**src/include/csf_pkg.sv**
```systemverilog
// Package for the condition and system flag logic
package csf_pkg;

   // Register bus address of the flag register
   localparam logic [7:0] ADDR_FLAGS = 8'h00;
   // Register bus address that nothing decodes; a read there returns RD_NONE
   localparam logic [7:0] ADDR_CTRL = 8'h01;

   // Bit positions in the flag register
   localparam int BIT_SIGNED_CMP = 7;
   localparam int BIT_CHAIN_ZERO = 6;
   localparam int BIT_EXPIRY = 5;
   localparam int BIT_PD = 4;
   localparam int BIT_WRAP = 3;
   localparam int BIT_Z = 2;
   localparam int BIT_HALF_CARRY = 1;
   localparam int BIT_C = 0;

   // Mask of bits that software and instructions may change
   localparam logic [7:0] WR_MASK = 8'hCF;
   // Reset value of the whole register
   localparam logic [7:0] FLAGS_RST = 8'h00;
   // Unmapped read answer
   localparam logic [7:0] RD_NONE = 8'h00;
   // Nibble carry position
   localparam int NIB = 4;

   // ALU operation classes
   typedef enum logic [2:0]
   {
      CSF_OP_NONE,
      CSF_OP_ADD,
      CSF_OP_SUB,
      CSF_OP_SBC,
      CSF_OP_LOGIC,
      CSF_OP_RLC,
      CSF_OP_RRC
   } csf_op_e;

   // One ALU update request
   typedef struct packed
   {
      logic valid;
      csf_op_e op;
      logic [7:0] a;
      logic [7:0] b;
   } csf_alu_s;

   // System events
   typedef struct packed
   {
      logic wdt_refresh;
      logic halt;
      logic wdt_timeout;
   } csf_sys_s;

endpackage : csf_pkg

```
**src/rtl/csf_flags.sv**
```systemverilog
// Condition and system flag register with bus access
//
// The address-and-strobe port and the register addresses are this design's own decisions.
`timescale 1ns/1ps
`default_nettype none

module csf_flags
(
   // Clock and reset
   input wire logic clk,
   input wire logic sys_rst,
   // Register bus
   input wire logic [7:0] reg_addr,
   input wire logic [7:0] reg_wdata,
   input wire logic reg_wr,
   input wire logic reg_rd,
   output logic [7:0] reg_rdata,
   // ALU request
   input wire csf_pkg::csf_alu_s alu_in,
   // System events
   input wire csf_pkg::csf_sys_s sys_in,
   // Flag outputs and result
   output logic [7:0] flags,
   output logic [7:0] alu_result
);

   // ****************************************************
   // Flag computation
   // ****************************************************

   // Flag register, ALU result register (zero when no ALU request)
   logic [7:0] flags_r;
   logic [7:0] flags_nxt;
   logic [7:0] res_nxt;
   logic [7:0] res_r;

   // Add with carry in; returns {c8, c7, c4, sum}
   function automatic logic [10:0] add8(input logic [7:0] x,
                                         input logic [7:0] y,
                                         input logic ci);
      logic [4:0] lo;
      logic [3:0] mid;
      logic [1:0] hi;
      lo = {1'b0, x[3:0]} + {1'b0, y[3:0]} + {4'h0, ci};
      mid = {1'b0, x[6:4]} + {1'b0, y[6:4]} + {3'h0, lo[4]};
      hi = {1'b0, x[7]} + {1'b0, y[7]} + {1'b0, mid[3]};
      add8 = {hi[1], mid[3], lo[4], hi[0], mid[2:0], lo[3:0]};
   endfunction : add8

   // Next flags from the ALU and system events
   always_comb
   begin
      logic [10:0] s;
      logic carry;
      s = 11'h000;
      carry = flags_r[csf_pkg::BIT_C];
      flags_nxt = flags_r;
      res_nxt = 8'h00;
      // Software write to the flag register
      if (reg_wr && reg_addr == csf_pkg::ADDR_FLAGS)
      begin
         // Protected bits keep their value
         flags_nxt = (reg_wdata & csf_pkg::WR_MASK) |
                     (flags_r & ~csf_pkg::WR_MASK);
      end
      else if (alu_in.valid)
      begin
         unique case (alu_in.op)
            // Addition
            csf_pkg::CSF_OP_ADD:
            begin
               s = add8(alu_in.a, alu_in.b, 1'b0);
            end
            // Subtract: a + ~b + 1, carry means no borrow
            csf_pkg::CSF_OP_SUB:
            begin
               s = add8(alu_in.a, ~alu_in.b, 1'b1);
            end
            // Subtract with borrow: carry in is not-borrow
            csf_pkg::CSF_OP_SBC:
            begin
               s = add8(alu_in.a, ~alu_in.b, carry);
            end
            // Logic op result given in a
            csf_pkg::CSF_OP_LOGIC:
            begin
               s = {3'b000, alu_in.a};
            end
            // Rotate left through carry
            csf_pkg::CSF_OP_RLC:
            begin
               s = {3'b000, alu_in.a[6:0], carry};
            end
            // Rotate right through carry
            csf_pkg::CSF_OP_RRC:
            begin
               s = {3'b000, carry, alu_in.a[7:1]};
            end
            // No flag effect
            csf_pkg::CSF_OP_NONE:
            begin
               s = 11'h000;
            end
            default:
            begin
               s = 11'h000;
            end
         endcase
         res_nxt = s[7:0];
         unique case (alu_in.op)
            // Arithmetic group
            csf_pkg::CSF_OP_ADD, csf_pkg::CSF_OP_SUB,
            csf_pkg::CSF_OP_SBC:
            begin
               flags_nxt[csf_pkg::BIT_C] = s[10];
               flags_nxt[csf_pkg::BIT_HALF_CARRY] = s[8];
               flags_nxt[csf_pkg::BIT_Z] = (s[7:0] == 8'h00);
               flags_nxt[csf_pkg::BIT_WRAP] = s[10] ^ s[9];
               flags_nxt[csf_pkg::BIT_SIGNED_CMP] =
                  s[10] ^ s[9] ^ s[7];
               // Chained zero only for subtract groups
               if (alu_in.op == csf_pkg::CSF_OP_SUB)
                  flags_nxt[csf_pkg::BIT_CHAIN_ZERO] =
                     (s[7:0] == 8'h00);
               else if (alu_in.op == csf_pkg::CSF_OP_SBC)
                  flags_nxt[csf_pkg::BIT_CHAIN_ZERO] = (s[7:0] == 8'h00) &
                     flags_r[csf_pkg::BIT_CHAIN_ZERO];
            end
            // Logic ops touch zero only
            csf_pkg::CSF_OP_LOGIC:
            begin
               flags_nxt[csf_pkg::BIT_Z] = (s[7:0] == 8'h00);
            end
            // Rotates push the shifted-out bit into carry
            csf_pkg::CSF_OP_RLC:
            begin
               flags_nxt[csf_pkg::BIT_C] = alu_in.a[7];
            end
            csf_pkg::CSF_OP_RRC:
            begin
               flags_nxt[csf_pkg::BIT_C] = alu_in.a[0];
            end
            // Nothing changes
            csf_pkg::CSF_OP_NONE:
            begin
               flags_nxt = flags_r;
            end
            default:
            begin
               flags_nxt = flags_r;
            end
         endcase
      end
      // System flags: only these events move them
      if (sys_in.wdt_refresh)
      begin
         flags_nxt[csf_pkg::BIT_EXPIRY] = 1'b0;
         flags_nxt[csf_pkg::BIT_PD] = 1'b0;
      end
      else if (sys_in.halt)
      begin
         flags_nxt[csf_pkg::BIT_EXPIRY] = 1'b0;
         flags_nxt[csf_pkg::BIT_PD] = 1'b1;
      end
      // Timeout wins over a clear in the same cycle
      if (sys_in.wdt_timeout)
         flags_nxt[csf_pkg::BIT_EXPIRY] = 1'b1;
   end

   // ****************************************************
   // Registers
   // ****************************************************

   // Flag register; no stack save exists here
   always_ff @(posedge clk)
   begin
      if (sys_rst)
         flags_r <= csf_pkg::FLAGS_RST;
      else
         flags_r <= flags_nxt;
   end

   // Result register
   always_ff @(posedge clk)
   begin
      if (sys_rst)
         res_r <= 8'h00;
      else
         res_r <= res_nxt;
   end

   // Read data, valid one cycle after the read strobe
   always_ff @(posedge clk)
   begin
      if (sys_rst)
         reg_rdata <= csf_pkg::RD_NONE;
      else if (reg_rd && reg_addr == csf_pkg::ADDR_FLAGS)
         reg_rdata <= flags_r;
      else
         reg_rdata <= csf_pkg::RD_NONE;
   end

   assign flags = flags_r;
   assign alu_result = res_r;

   // ****************************************************
   // Assertions
   // ****************************************************

   a_write_keeps_sys: assert property (@(posedge clk) disable iff (sys_rst)
      (reg_wr && reg_addr == csf_pkg::ADDR_FLAGS && !sys_in.wdt_refresh &&
       !sys_in.halt && !sys_in.wdt_timeout) |=>
      flags_r[csf_pkg::BIT_EXPIRY] == $past(flags_r[csf_pkg::BIT_EXPIRY]) &&
      flags_r[csf_pkg::BIT_PD] == $past(flags_r[csf_pkg::BIT_PD]))
      else $error("software write changed system flags");

   a_timeout_sets_to: assert property (@(posedge clk) disable iff (sys_rst)
      sys_in.wdt_timeout |=> flags_r[csf_pkg::BIT_EXPIRY])
      else $error("timeout did not set expiry flag");

   a_halt_sets_pd: assert property (@(posedge clk) disable iff (sys_rst)
      (sys_in.halt && !sys_in.wdt_refresh) |=>
      flags_r[csf_pkg::BIT_PD])
      else $error("halt did not set sleep flag");

   a_refresh_clears: assert property (@(posedge clk) disable iff (sys_rst)
      (sys_in.wdt_refresh && !sys_in.wdt_timeout) |=>
      !flags_r[csf_pkg::BIT_PD] && !flags_r[csf_pkg::BIT_EXPIRY])
      else $error("refresh did not clear system flags");

   a_add_carry: assert property (@(posedge clk) disable iff (sys_rst)
      (alu_in.valid && alu_in.op == csf_pkg::CSF_OP_ADD &&
       !(reg_wr && reg_addr == csf_pkg::ADDR_FLAGS)) |=>
      flags_r[csf_pkg::BIT_C] ==
      (({1'b0, $past(alu_in.a)} + {1'b0, $past(alu_in.b)}) > 9'h0FF))
      else $error("add carry wrong");

   a_zero_flag: assert property (@(posedge clk) disable iff (sys_rst)
      (alu_in.valid && alu_in.op == csf_pkg::CSF_OP_LOGIC &&
       !(reg_wr && reg_addr == csf_pkg::ADDR_FLAGS)) |=>
      flags_r[csf_pkg::BIT_Z] == ($past(alu_in.a) == 8'h00))
      else $error("zero flag wrong");

   a_signed_cmp_rel: assert property (@(posedge clk) disable iff (sys_rst)
      (alu_in.valid && alu_in.op == csf_pkg::CSF_OP_ADD &&
       !(reg_wr && reg_addr == csf_pkg::ADDR_FLAGS)) |=>
      flags_r[csf_pkg::BIT_SIGNED_CMP] ==
      (flags_r[csf_pkg::BIT_WRAP] ^ res_r[7]))
      else $error("sign compare flag wrong");

   a_chain_hold: assert property (@(posedge clk) disable iff (sys_rst)
      (alu_in.valid && alu_in.op == csf_pkg::CSF_OP_ADD &&
       !(reg_wr && reg_addr == csf_pkg::ADDR_FLAGS)) |=>
      $stable(flags_r[csf_pkg::BIT_CHAIN_ZERO]))
      else $error("chained zero changed by add");

   a_rlc_carry: assert property (@(posedge clk) disable iff (sys_rst)
      (alu_in.valid && alu_in.op == csf_pkg::CSF_OP_RLC &&
       !(reg_wr && reg_addr == csf_pkg::ADDR_FLAGS)) |=>
      flags_r[csf_pkg::BIT_C] == $past(alu_in.a[7]))
      else $error("rotate carry wrong");

   // Subtract carry means no borrow, so a is at least b
   a_sub_carry: assert property (@(posedge clk) disable iff (sys_rst)
      (alu_in.valid && alu_in.op == csf_pkg::CSF_OP_SUB &&
       !(reg_wr && reg_addr == csf_pkg::ADDR_FLAGS)) |=>
      flags_r[csf_pkg::BIT_C] == ($past(alu_in.a) >= $past(alu_in.b)))
      else $error("subtract carry wrong");

   // Half carry from the low nibble of an addition
   a_add_half: assert property (@(posedge clk) disable iff (sys_rst)
      (alu_in.valid && alu_in.op == csf_pkg::CSF_OP_ADD &&
       !(reg_wr && reg_addr == csf_pkg::ADDR_FLAGS)) |=>
      flags_r[csf_pkg::BIT_HALF_CARRY] == (({1'b0, $past(alu_in.a[3:0])} +
      {1'b0, $past(alu_in.b[3:0])}) > 5'h0F))
      else $error("half carry wrong");

   // Wrap on addition: like signs in, other sign out
   a_add_wrap: assert property (@(posedge clk) disable iff (sys_rst)
      (alu_in.valid && alu_in.op == csf_pkg::CSF_OP_ADD &&
       !(reg_wr && reg_addr == csf_pkg::ADDR_FLAGS)) |=>
      flags_r[csf_pkg::BIT_WRAP] == ($past(alu_in.a[7]) == $past(alu_in.b[7])
      && res_r[7] != $past(alu_in.a[7])))
      else $error("wrap flag wrong");

   // Halt clears expiry unless a timeout lands with it
   a_halt_clears_exp: assert property (@(posedge clk) disable iff (sys_rst)
      (sys_in.halt && !sys_in.wdt_timeout) |=>
      !flags_r[csf_pkg::BIT_EXPIRY])
      else $error("halt did not clear expiry flag");

   // Logic ops leave carry alone
   a_logic_keeps_c: assert property (@(posedge clk) disable iff (sys_rst)
      (alu_in.valid && alu_in.op == csf_pkg::CSF_OP_LOGIC &&
       !(reg_wr && reg_addr == csf_pkg::ADDR_FLAGS)) |=>
      $stable(flags_r[csf_pkg::BIT_C]))
      else $error("logic op changed carry");

   // Plain subtract copies zero into chained zero
   a_sub_chain: assert property (@(posedge clk) disable iff (sys_rst)
      (alu_in.valid && alu_in.op == csf_pkg::CSF_OP_SUB &&
       !(reg_wr && reg_addr == csf_pkg::ADDR_FLAGS)) |=>
      flags_r[csf_pkg::BIT_CHAIN_ZERO] == (res_r == 8'h00))
      else $error("chained zero wrong after subtract");

endmodule : csf_flags

`default_nettype wire

```
**config.mk**
```make
export PLATFORM = sky130hd
export DESIGN_NAME = csf_flags
export DESIGN_NICKNAME = d
export VERILOG_FILES = /design/src/include/csf_pkg.sv /design/src/rtl/csf_flags.sv
export SDC_FILE = /design/constraint.sdc
export NUM_CORES = 1
export LEC_CHECK = 0
export BUFFER_PORTS_ARGS = -buffer_cell sky130_fd_sc_hd__buf_4
export CELL_PAD_IN_SITES_DETAIL_PLACEMENT = 0
export CELL_PAD_IN_SITES_GLOBAL_PLACEMENT = 1
export CORE_ASPECT_RATIO = 0.75
export CORE_MARGIN = 2
export CORE_UTILIZATION = 40
export CTS_BUF_LIST = sky130_fd_sc_hd__clkbuf_16
export CTS_CLUSTER_DIAMETER = 200
export DETAILED_ROUTE_END_ITERATION = 8
export PLACE_DENSITY = 0.82
export SLEW_MARGIN = 10
export SYNTH_ARGS = -nofsm -noshare
export SYNTH_HDL_FRONTEND = slang
export SYNTH_SLANG_ARGS = --single-unit
export TNS_END_PERCENT = 100
```
**constraint.sdc**
```tcl
create_clock -name clk -period 7.89 [get_ports clk]
set_clock_uncertainty 0.1 [all_clocks]
set_input_delay 0.789 -clock clk [delete_from_list [all_inputs] [get_ports clk]]
set_output_delay 0.789 -clock clk [all_outputs]
set_load 0.05 [all_outputs]
```
### Yosys cells after proc, flatten, opt, wreduce, memory -nomap -nowiden

Cells that the tools add are included.

| operators by class | value |
|---|---|
| equality and inequality tests | 6 |
| bitwise operators | 7 |
| add/subtract/negate cells | 14 |
| multiplexer cells | 15 |
| reductions and logical operators | 20 |

Operator list:

| kind | number |
|---|---|
| 11-bit case mux with 6 select lines | 1 |
| 11-bit 2-to-1 mux | 2 |
| 8-bit logical NOT | 2 |
| 8-bit 2-to-1 mux | 2 |
| 4-bit by 1-bit adder with 4-bit output | 3 |
| 4-bit by 4-bit adder with 5-bit output | 2 |
| 3-bit equality test (second input constant) | 3 |
| 3-bit by 3-bit adder with 4-bit output | 2 |
| 8-bit inverter | 1 |
| 8-bit by 6-bit OR with 8-bit output | 1 |
| 2-bit nonzero test | 4 |
| 4-bit nonzero test | 2 |
| 2-bit by 1-bit adder with 2-bit output | 3 |
| 3-bit by 2-bit equality test with 1-bit output (second input constant) | 2 |
| 1-bit 2-to-1 mux | 6 |
| 2-bit 2-to-1 mux | 3 |
| 2-bit AND reduction | 3 |
| 3-bit OR reduction | 2 |
| 5-bit by 1-bit adder with 5-bit output | 1 |
| 5-bit by 1-bit adder with 5-bit output (second input constant) | 1 |
| 1-bit by 1-bit adder with 2-bit output | 2 |
| 2-bit OR reduction | 2 |
| 4-bit OR reduction | 1 |
| 3-bit by 1-bit equality test with 1-bit output (second input constant) | 1 |
| other kinds (7) | 10 |

| storage, ports and cells | value |
|---|---|
| output and inout bits | 24 |
| register bits | 24 |
| input port bits | 43 |
| word-level logic and storage cells | 70 |

### Longest topological paths before layout

Gate-level depths: netlist (run 1).

| logic depth | value |
|---|---|
| depth after elaboration | 18 |
| depth in mapped cells | 19 |
| mapped depth without buffers | 19 |

### Least setup slack after synthesis (run 1)

OpenSTA, ideal clock, no wires.

| path | value |
|---|---|
| path kind | input to register |
| from | in alu_in[0] in the netlist's numbering |
| to | reg flags_r[7] (netlist: flags[7]) |
| required time | 7.675 ns |
| data arrival time | 3.815 ns |
| setup slack | 3.859 ns |
| path buffers | 0 |
| cell stages on the path | 17 |
| library setup time | 0.115 ns |
| path through | inv_1 -> ha_1 -> inv_1 -> fa_1 -> xnor2_1 -> and3_1 -> xor2_1 -> ha_1 -> nand2_1 -> xnor2_1 -> fa_1 -> mux2i_1 -> nand2_1 -> a21oi_1 -> xnor2_1 -> or3_1 -> and3_1 |

| between the ends | value |
|---|---|
| cells in the longest elaborated chain, start to end | 13 |
| elaborated cells between the ends (all ways) | 19 |
| classes of those cells | 10 x add/sub; 6 x mux; 3 x bitwise |

Ends and longest elaborated chain:

| what | line | source |
|---|---|---|
| from (decl) | csf_flags.sv:19 | `input wire csf_pkg::csf_alu_s alu_in,` |
| 8-bit inverter | csf_flags.sv:77, csf_flags.sv:82 |  |
| 4-bit by 4-bit adder with 5-bit output | csf_flags.sv:44 | `lo = {1'b0, x[3:0]} + {1'b0, y[3:0]} + {4'h0, ci};` |
| 5-bit by 1-bit adder with 5-bit output | csf_flags.sv:44 |  |
| 4-bit by 1-bit adder with 4-bit output | csf_flags.sv:45 | `mid = {1'b0, x[6:4]} + {1'b0, y[6:4]} + {3'h0, lo[4]};` |
| 2-bit by 1-bit adder with 2-bit output | csf_flags.sv:46 | `hi = {1'b0, x[7]} + {1'b0, y[7]} + {1'b0, mid[3]};` |
| 11-bit case mux with 6 select lines (*) | csf_flags.sv:68 | `unique case (alu_in.op)` |
| 11-bit 2-to-1 mux (*) | csf_flags.sv:66 | `else if (alu_in.valid)` |
| 11-bit 2-to-1 mux (*) | csf_flags.sv:60 | `if (reg_wr && reg_addr == csf_pkg::ADDR_FLAGS)` |
| 1-bit bitwise XOR | csf_flags.sv:120 | `s[10] ^ s[9] ^ s[7];` |
| 1-bit bitwise XOR (*) | csf_flags.sv:120 |  |
| 2-bit 2-to-1 mux (*) | csf_flags.sv:110 | `unique case (alu_in.op)` |
| 8-bit 2-to-1 mux (*) | csf_flags.sv:66 |  |
| 8-bit 2-to-1 mux (*) | csf_flags.sv:60 |  |
| to (signal assigned) | csf_flags.sv:178 | `flags_r <= csf_pkg::FLAGS_RST;` |
| to (signal assigned) | csf_flags.sv:180 | `flags_r <= flags_nxt;` |
| to (decl) | csf_flags.sv:32 | `logic [7:0] flags_r;` |

Mark *: on every way between the ends. The rest lies on a longest branch, timed or not. The select of a mux whose other input is x is not followed.
A chain may end at the register's enable or synchronous reset.

### Worst setup path in the final report (run 1)

Same ends and word-level chain as after synthesis.

==> flow_summary.toml, run 1 <==
[run_status]
status = "complete, no violations"

[timing]
post-route-min-period_ns = 4.491
maxSlewViolCount = 0
whs_ns = 0.3873
rsz0062_at_grt = "no"
tns_ns = 0
slew_headroom = 0.5175
max_freq_ghz = 0.2227
finalHoldViolations = 0
setup_viol = 0
fin_crit_sh = 0.5692
worst_slew_pin_slew_ns = 0.7222

[die]
die_w_um = 90.04
rows = 23
dieArea_um2 = 6170
core_area_um2 = 5353
ios = 67
initial_utilization = 0.4149
chipHeight_um = 68.53

[synthesis]
ys_warn_count = 0
yosys.area_share.simple = 0.2355
synth_top_family_by_area = "simple AND/OR/NAND/NOR gates"
synth_compound_area_frac = 0.1854
synth-edff-count = 0
synthTopCellsByCount = "28 x nor2_1, 24 x dfxtp_1, 23 x inv_1"
yosysMostFrequentCell = "nor2_1"
synth.distinct_cells = 54
synth_cells = 275
synth_seq_cells = 24
synthAdderAreaFrac = 0.1848
synth_xor_area_frac = 0.05521
synth_top_cell_by_area = "dfxtp_1"
yosys-top-cells-area = "dfxtp_1 22%, ha_1 11%, fa_1 7.2%"
syn_avg_cell_area_um2 = 8.076
synth-seq-area-share = 0.2163
ys.flop_type = "dfxtp_1"
syn_nets = 346
synth.top_cell.area_share = 0.2163
synth-async-reset-ratio = 0
synthMuxAreaShare = 0.04789
synth_area_um2 = 2221

[power]
vdd_drop_max_uv = 81.27
cellLeakagePower_nw = 1.346
p_total_mw = 0.4196
p_per_area_nw_per_um2 = 148.8

[drt]
vias = 2031
ant_nets = 0
post_drt_wl_per_cell_um = 13.57
drt-total-wl_um = 5495
topRoutingLayerUsed = "met3"
first_pass_iters = 4
drt-initial-drc-count = 123
met1_length_um = 2754
dr_wl_met3_um = 288
wl_met2_um = 2452
vias_per_cell = 5.015
remaining_drc_errors = 0

[worst_setup_path]
timing.rr.end = "flags[7]"
cpPeakStageDelay_ns = 0.52
critical_path_class = "primary input to flop"
endpoint = "flags[7]"
crit_path_end_kind = "flop"
cp_data_arrival_time_ns = 4.54
startpoint_type = "primary input"
crit_chain = "buf_4 > inv_1 > ha_1 > inv_1 > fa_1 > xnor2_1 > and3_1 > xor2_1 > ha_1 > nand2_1 > xnor2_1 > fa_1 > o21ai_0 > a21oi_1 > a21boi_0 > nand4_1 > and3_1"
required_ns = 7.94
slowest_stage = "a21boi_0"
crit_fanout = 4
r2r_slack_ns = 4.37
crit-reg2reg-launch = "flags[0]"
cp-startpoint = "alu_in[0]"
r2r_cells = 13

[final_layout]
drive_gt1_frac = 0.2303
nets = 402
num_antenna_cells = 0
final_cell_area_um2 = 2820
syn_to_final_growth_pct = 26.99
fin_util = 0.5269

[cts]
cts.clk_slew.worst_paths_ns = 0.06
clockBufferDepth = 2
holdBufCountCts = 0
postCtsSetupRepairBufs = 0
htree_levels = 1
clock_sinks = 24
numCtsBuffers = 3
cts_tree = "built"
clk_latency_ns = 0.25
cts_resized = 0
ctsRootBufferMaster = "clkbuf_16"

[job]
max_cap_violations = 0

[placement]
gp_congestion = 0.8244
placed_area_um2 = 2715
hpwl_um = 4458
port_buffers = 64

[global_routing]
grt_max_degree = 31
grt_use_total = 0.1772
antenna_found_initial = 0
grt_pass1_wl_um = 8894
grt.overflow.total = 0
grt_pass1_vias = 1815

[worst_hold_path]
holdCritPathClass = "flop to flop"
-- per-stage QoR --
step / std cells / setup WS [ns]
3_5_place_dp: 401 / 3.169
3_3_place_gp: 401 / 3.179
5_1_grt: 405 / 3.027
4_1_cts: 405 / 3.422
2_1_floorplan: 275 / 3.860
6_report: 405 / 3.399
-- cell usage in the layout (no fill, tap or decap), drive strengths merged, types with 8 or more instances in the layout --
master,n
and2,9
inv,23
ha,20
mux2i,8
fa,8
a21oi,19
o21ai,10
nor2,28
nand2,19
nand2b,9
buf,64
dfxtp,24
-- power by group --
part | internal [mW] | total, mW | switching [mW]
Combinational | 0.0634 | 0.151 | 0.0875
Sequential | 0.126 | 0.128 | 0.00218
Clock | 0.101 | 0.141 | 0.0402
Total | 0.290 | 0.420 | 0.130
-- area by class of cell --
class / instances / area, um^2
multi-input combinational: 215 / 1574
tap: 75 / 93.84
fill: 539 / 2532
sequential: 24 / 480.5
clock inverter: 1 / 30.03
timing repair buffer: 64 / 480.5
clock buffer: 3 / 75.07
inverter: 23 / 86.33
-- how the worst min path moves through the flow --
stage / depth (start not counted) / from / slack [ns] / end
final: 1 / flags[5] / 0.39 / reg_rdata[5]
after global routing: 1 / flags[5] / 0.41 / reg_rdata[5]
after CTS: 1 / flags[5] / 0.39 / reg_rdata[5]
after detailed placement: 1 / flags[2] / 0.37 / reg_rdata[2]
after global placement: 1 / flags[4] / 0.37 / reg_rdata[4]
after floorplan: 2 / flags[4] / 0.61 / flags[4]
-- logic make-up (layout without fill, tap and decap cells) --
group | count (synthesis) | count (layout)
XOR/XNOR | 14 | 14
AND/OR/NAND/NOR | 101 | 101
adder cells (fa/ha/maj) | 28 | 28
AO/OA/AOI/OAI | 62 | 62
multiplexers | 10 | 10
flip-flops | 24 | 24
buffers and inverters | 36 | 91
-- flip-flops by register name (all words and copies together), names as in the netlist --
register	count
flags	8
reg_rdata	8
alu_result	8
-- critical path: cells and delay by family --
kind,cells,cell delay [ns]
adders and majority gates,4,1.31
AOI/OAI and AO/OA,3,0.87
and+or+nand+nor,4,0.62
buffers and inverters,3,0.22
xor gates and xnor gates,3,0.72
-- metal layers --
layer	track usage	up-vias
li1	-	1060
met1	0.2736	916
met2	0.2754	55
met3	0.02283	0
met4	0.01154	0
met5	0	-
Note: power is estimated with default switching activity, not from simulation.
==> run 2, diff against run 1 <==
Settings changed: CORE_UTILIZATION 40 to 38, PLACE_DENSITY 0.82 to 0.78.
Clock period 7.89 ns to 4.47 ns, I/O delays scaled along.
==> flow_summary.toml, run 2 (synthesized netlist as in run 1, its figures left out) <==
[job]
max_cap_violations = 0

[placement]
gp_congestion = 0.8407
place_inst = 405
hpwl_um = 4458
placed_area_um2 = 2726
port_buffers = 64

[worst_setup_path]
critical_path_class = "primary input to flop"
crit_chain = "buf_4 > inv_1 > ha_1 > inv_1 > fa_1 > inv_1 > ha_1 > and3_1 > xor2_1 > ha_1 > nand2_1 > xnor2_1 > fa_1 > o21ai_0 > a21oi_1 > a21boi_0 > nand4_1 > and3_1"
cpPeakStageDelay_ns = 0.54
crit-reg2reg-launch = "flags[0]"
cp_num_cells = 18
timing.rr.end = "flags[7]"
required_ns = 4.52
cp-startpoint = "alu_in[0]"
startpoint_type = "primary input"
critPathTopFamily = "adder cells"
crit_fanout = 3
r2r_cells = 13
cp_data_arrival_time_ns = 4.13
r2r_slack_ns = 0.90
slowest_stage = "a21boi_0"
endpoint = "flags[7]"
crit_path_end_kind = "flop"
crit_buf_inv = 4

[die]
core_area_um2 = 5736
die_w_um = 92.28
initial_utilization = 0.3872
chipHeight_um = 70.21
ios = 67
rows = 24
dieArea_um2 = 6478

[final_layout]
final_cell_area_um2 = 2831
stdcell_count = 409
num_antenna_cells = 0
syn_to_final_growth_pct = 27.49
layout_commonest_cell = "buf_4"
nFillCells = 566
mostFrequentLayoutCells = "65 x buf_4, 28 x nor2_1, 24 x dfxtp_1, 23 x inv_1, 20 x ha_1"
multiInputGateArea_um2 = 1574
seq_area_um2 = 480.5
nets = 403
drive_gt1_frac = 0.2326

[global_routing]
grt_pass1_vias = 1971
grt_pass1_wl_um = 9535
antenna_found_initial = 0
grt_use_total = 0.1791
grt_max_degree = 31
grt.overflow.total = 0

[power]
switchingPower_mw = 0.2291
p_sw_frac = 0.3090
clockPowerShare = 0.335
p_int_mw = 0.5124
comb_power_share = 0.361
cellLeakagePower_nw = 1.351
p_per_area_nw_per_um2 = 261.9
vdd_drop_max_uv = 122.7
p_seq_frac = 0.305

[cts]
ctsRootBufferMaster = "clkbuf_16"
holdBufCountCts = 0
clk_latency_ns = 0.25
numCtsBuffers = 3
cts_resized = 0
htree_levels = 1
clock_sinks = 24
cts.clk_slew.worst_paths_ns = 0.06
clockBufferDepth = 2
cts_tree = "built"
postCtsSetupRepairBufs = 0

[timing]
slew_headroom = 0.5590
whs_ns = 0.2653
setup_viol = 0
max_freq_ghz = 0.2454
post-route-min-period_ns = 4.075
fin_crit_sh = 0.9117
finalHoldViolations = 0
maxSlewViolCount = 0
rsz0062_at_grt = "no"
worst_slew_pin_slew_ns = 0.6601
tns_ns = 0

[drt]
ant_nets = 0
vias = 2054
drt-total-wl_um = 5522
vias_per_cell = 5.022
remaining_drc_errors = 0
post_drt_wl_per_cell_um = 13.50
drt-initial-drc-count = 118
first_pass_iters = 4

[run_status]
status = "complete, no violations"

[worst_hold_path]
holdCritPathClass = "primary input to flop"
run 2: changes by cell type in the layout (fill, tap and decap cells not counted):
cell | previous run | this run
buf_4 | 64 | 65
run 2: how the worst min path moves through the flow:
stage / slack (ns) / start / cells after the start / endpoint
after floorplan: 0.43 / sys_in[2] / 1 / flags[4]
after global placement: 0.37 / flags[3] / 1 / reg_rdata[3]
after detailed placement: 0.37 / flags[4] / 1 / reg_rdata[4]
after CTS: 0.26 / sys_in[2] / 2 / flags[4]
after global routing: 0.26 / sys_in[2] / 2 / flags[4]
final: 0.27 / sys_in[2] / 2 / flags[4]
run 2: worst register-to-register path: cells and delay by family (launching register included):
family	cells	cell delay, ns
AOI/OAI and AO/OA	3	0.89
xor gates and xnor gates	2	0.37
adders and majority gates	4	1.10
and+or+nand+nor	4	0.59
DFF	1	0.42
run 2: stage by stage:
step	worst slack, ns	util	power [mW]
after CTS	0.4359	0.4937	0.7491
final	0.3947	0.4937	0.7415
after global routing	0.1201	0.4937	0.7893
after detailed placement	0.2004	0.4753	0.4983
after floorplan	0.7815	-	0.4136
after global placement	0.1506	0.4753	0.4962
run 2: area by class of cell:
cell class | count | area share
inverter | 23 | 0.03049
timing repair buffer | 65 | 0.1723
multi-input combinational | 215 | 0.5559
clock buffer | 3 | 0.02651
tap | 78 | 0.03447
sequential | 24 | 0.1697
clock inverter | 1 | 0.01061
run 2: routing by layer:
layer  vias to the layer above  wire length, um  global-route usage  part of all wire
li1                       1064                -                   -                 -
met4                         0                0             0.02488                 0
met5                         -                0                   0                 0
met3                         0              298             0.02913             0.054
met2                        55             2409              0.2696              0.44
met1                       935             2814              0.2748              0.51
run 2: power groups by stage:
stage                     clock network [mW]  logic (mW)  registers [mW]
after floorplan                            0       0.156           0.258
after global placement                     0       0.266           0.231
after detailed placement                   0       0.268           0.231
after CTS                              0.255       0.269           0.226
after global routing                   0.263       0.300           0.227
final                                  0.248       0.267           0.226
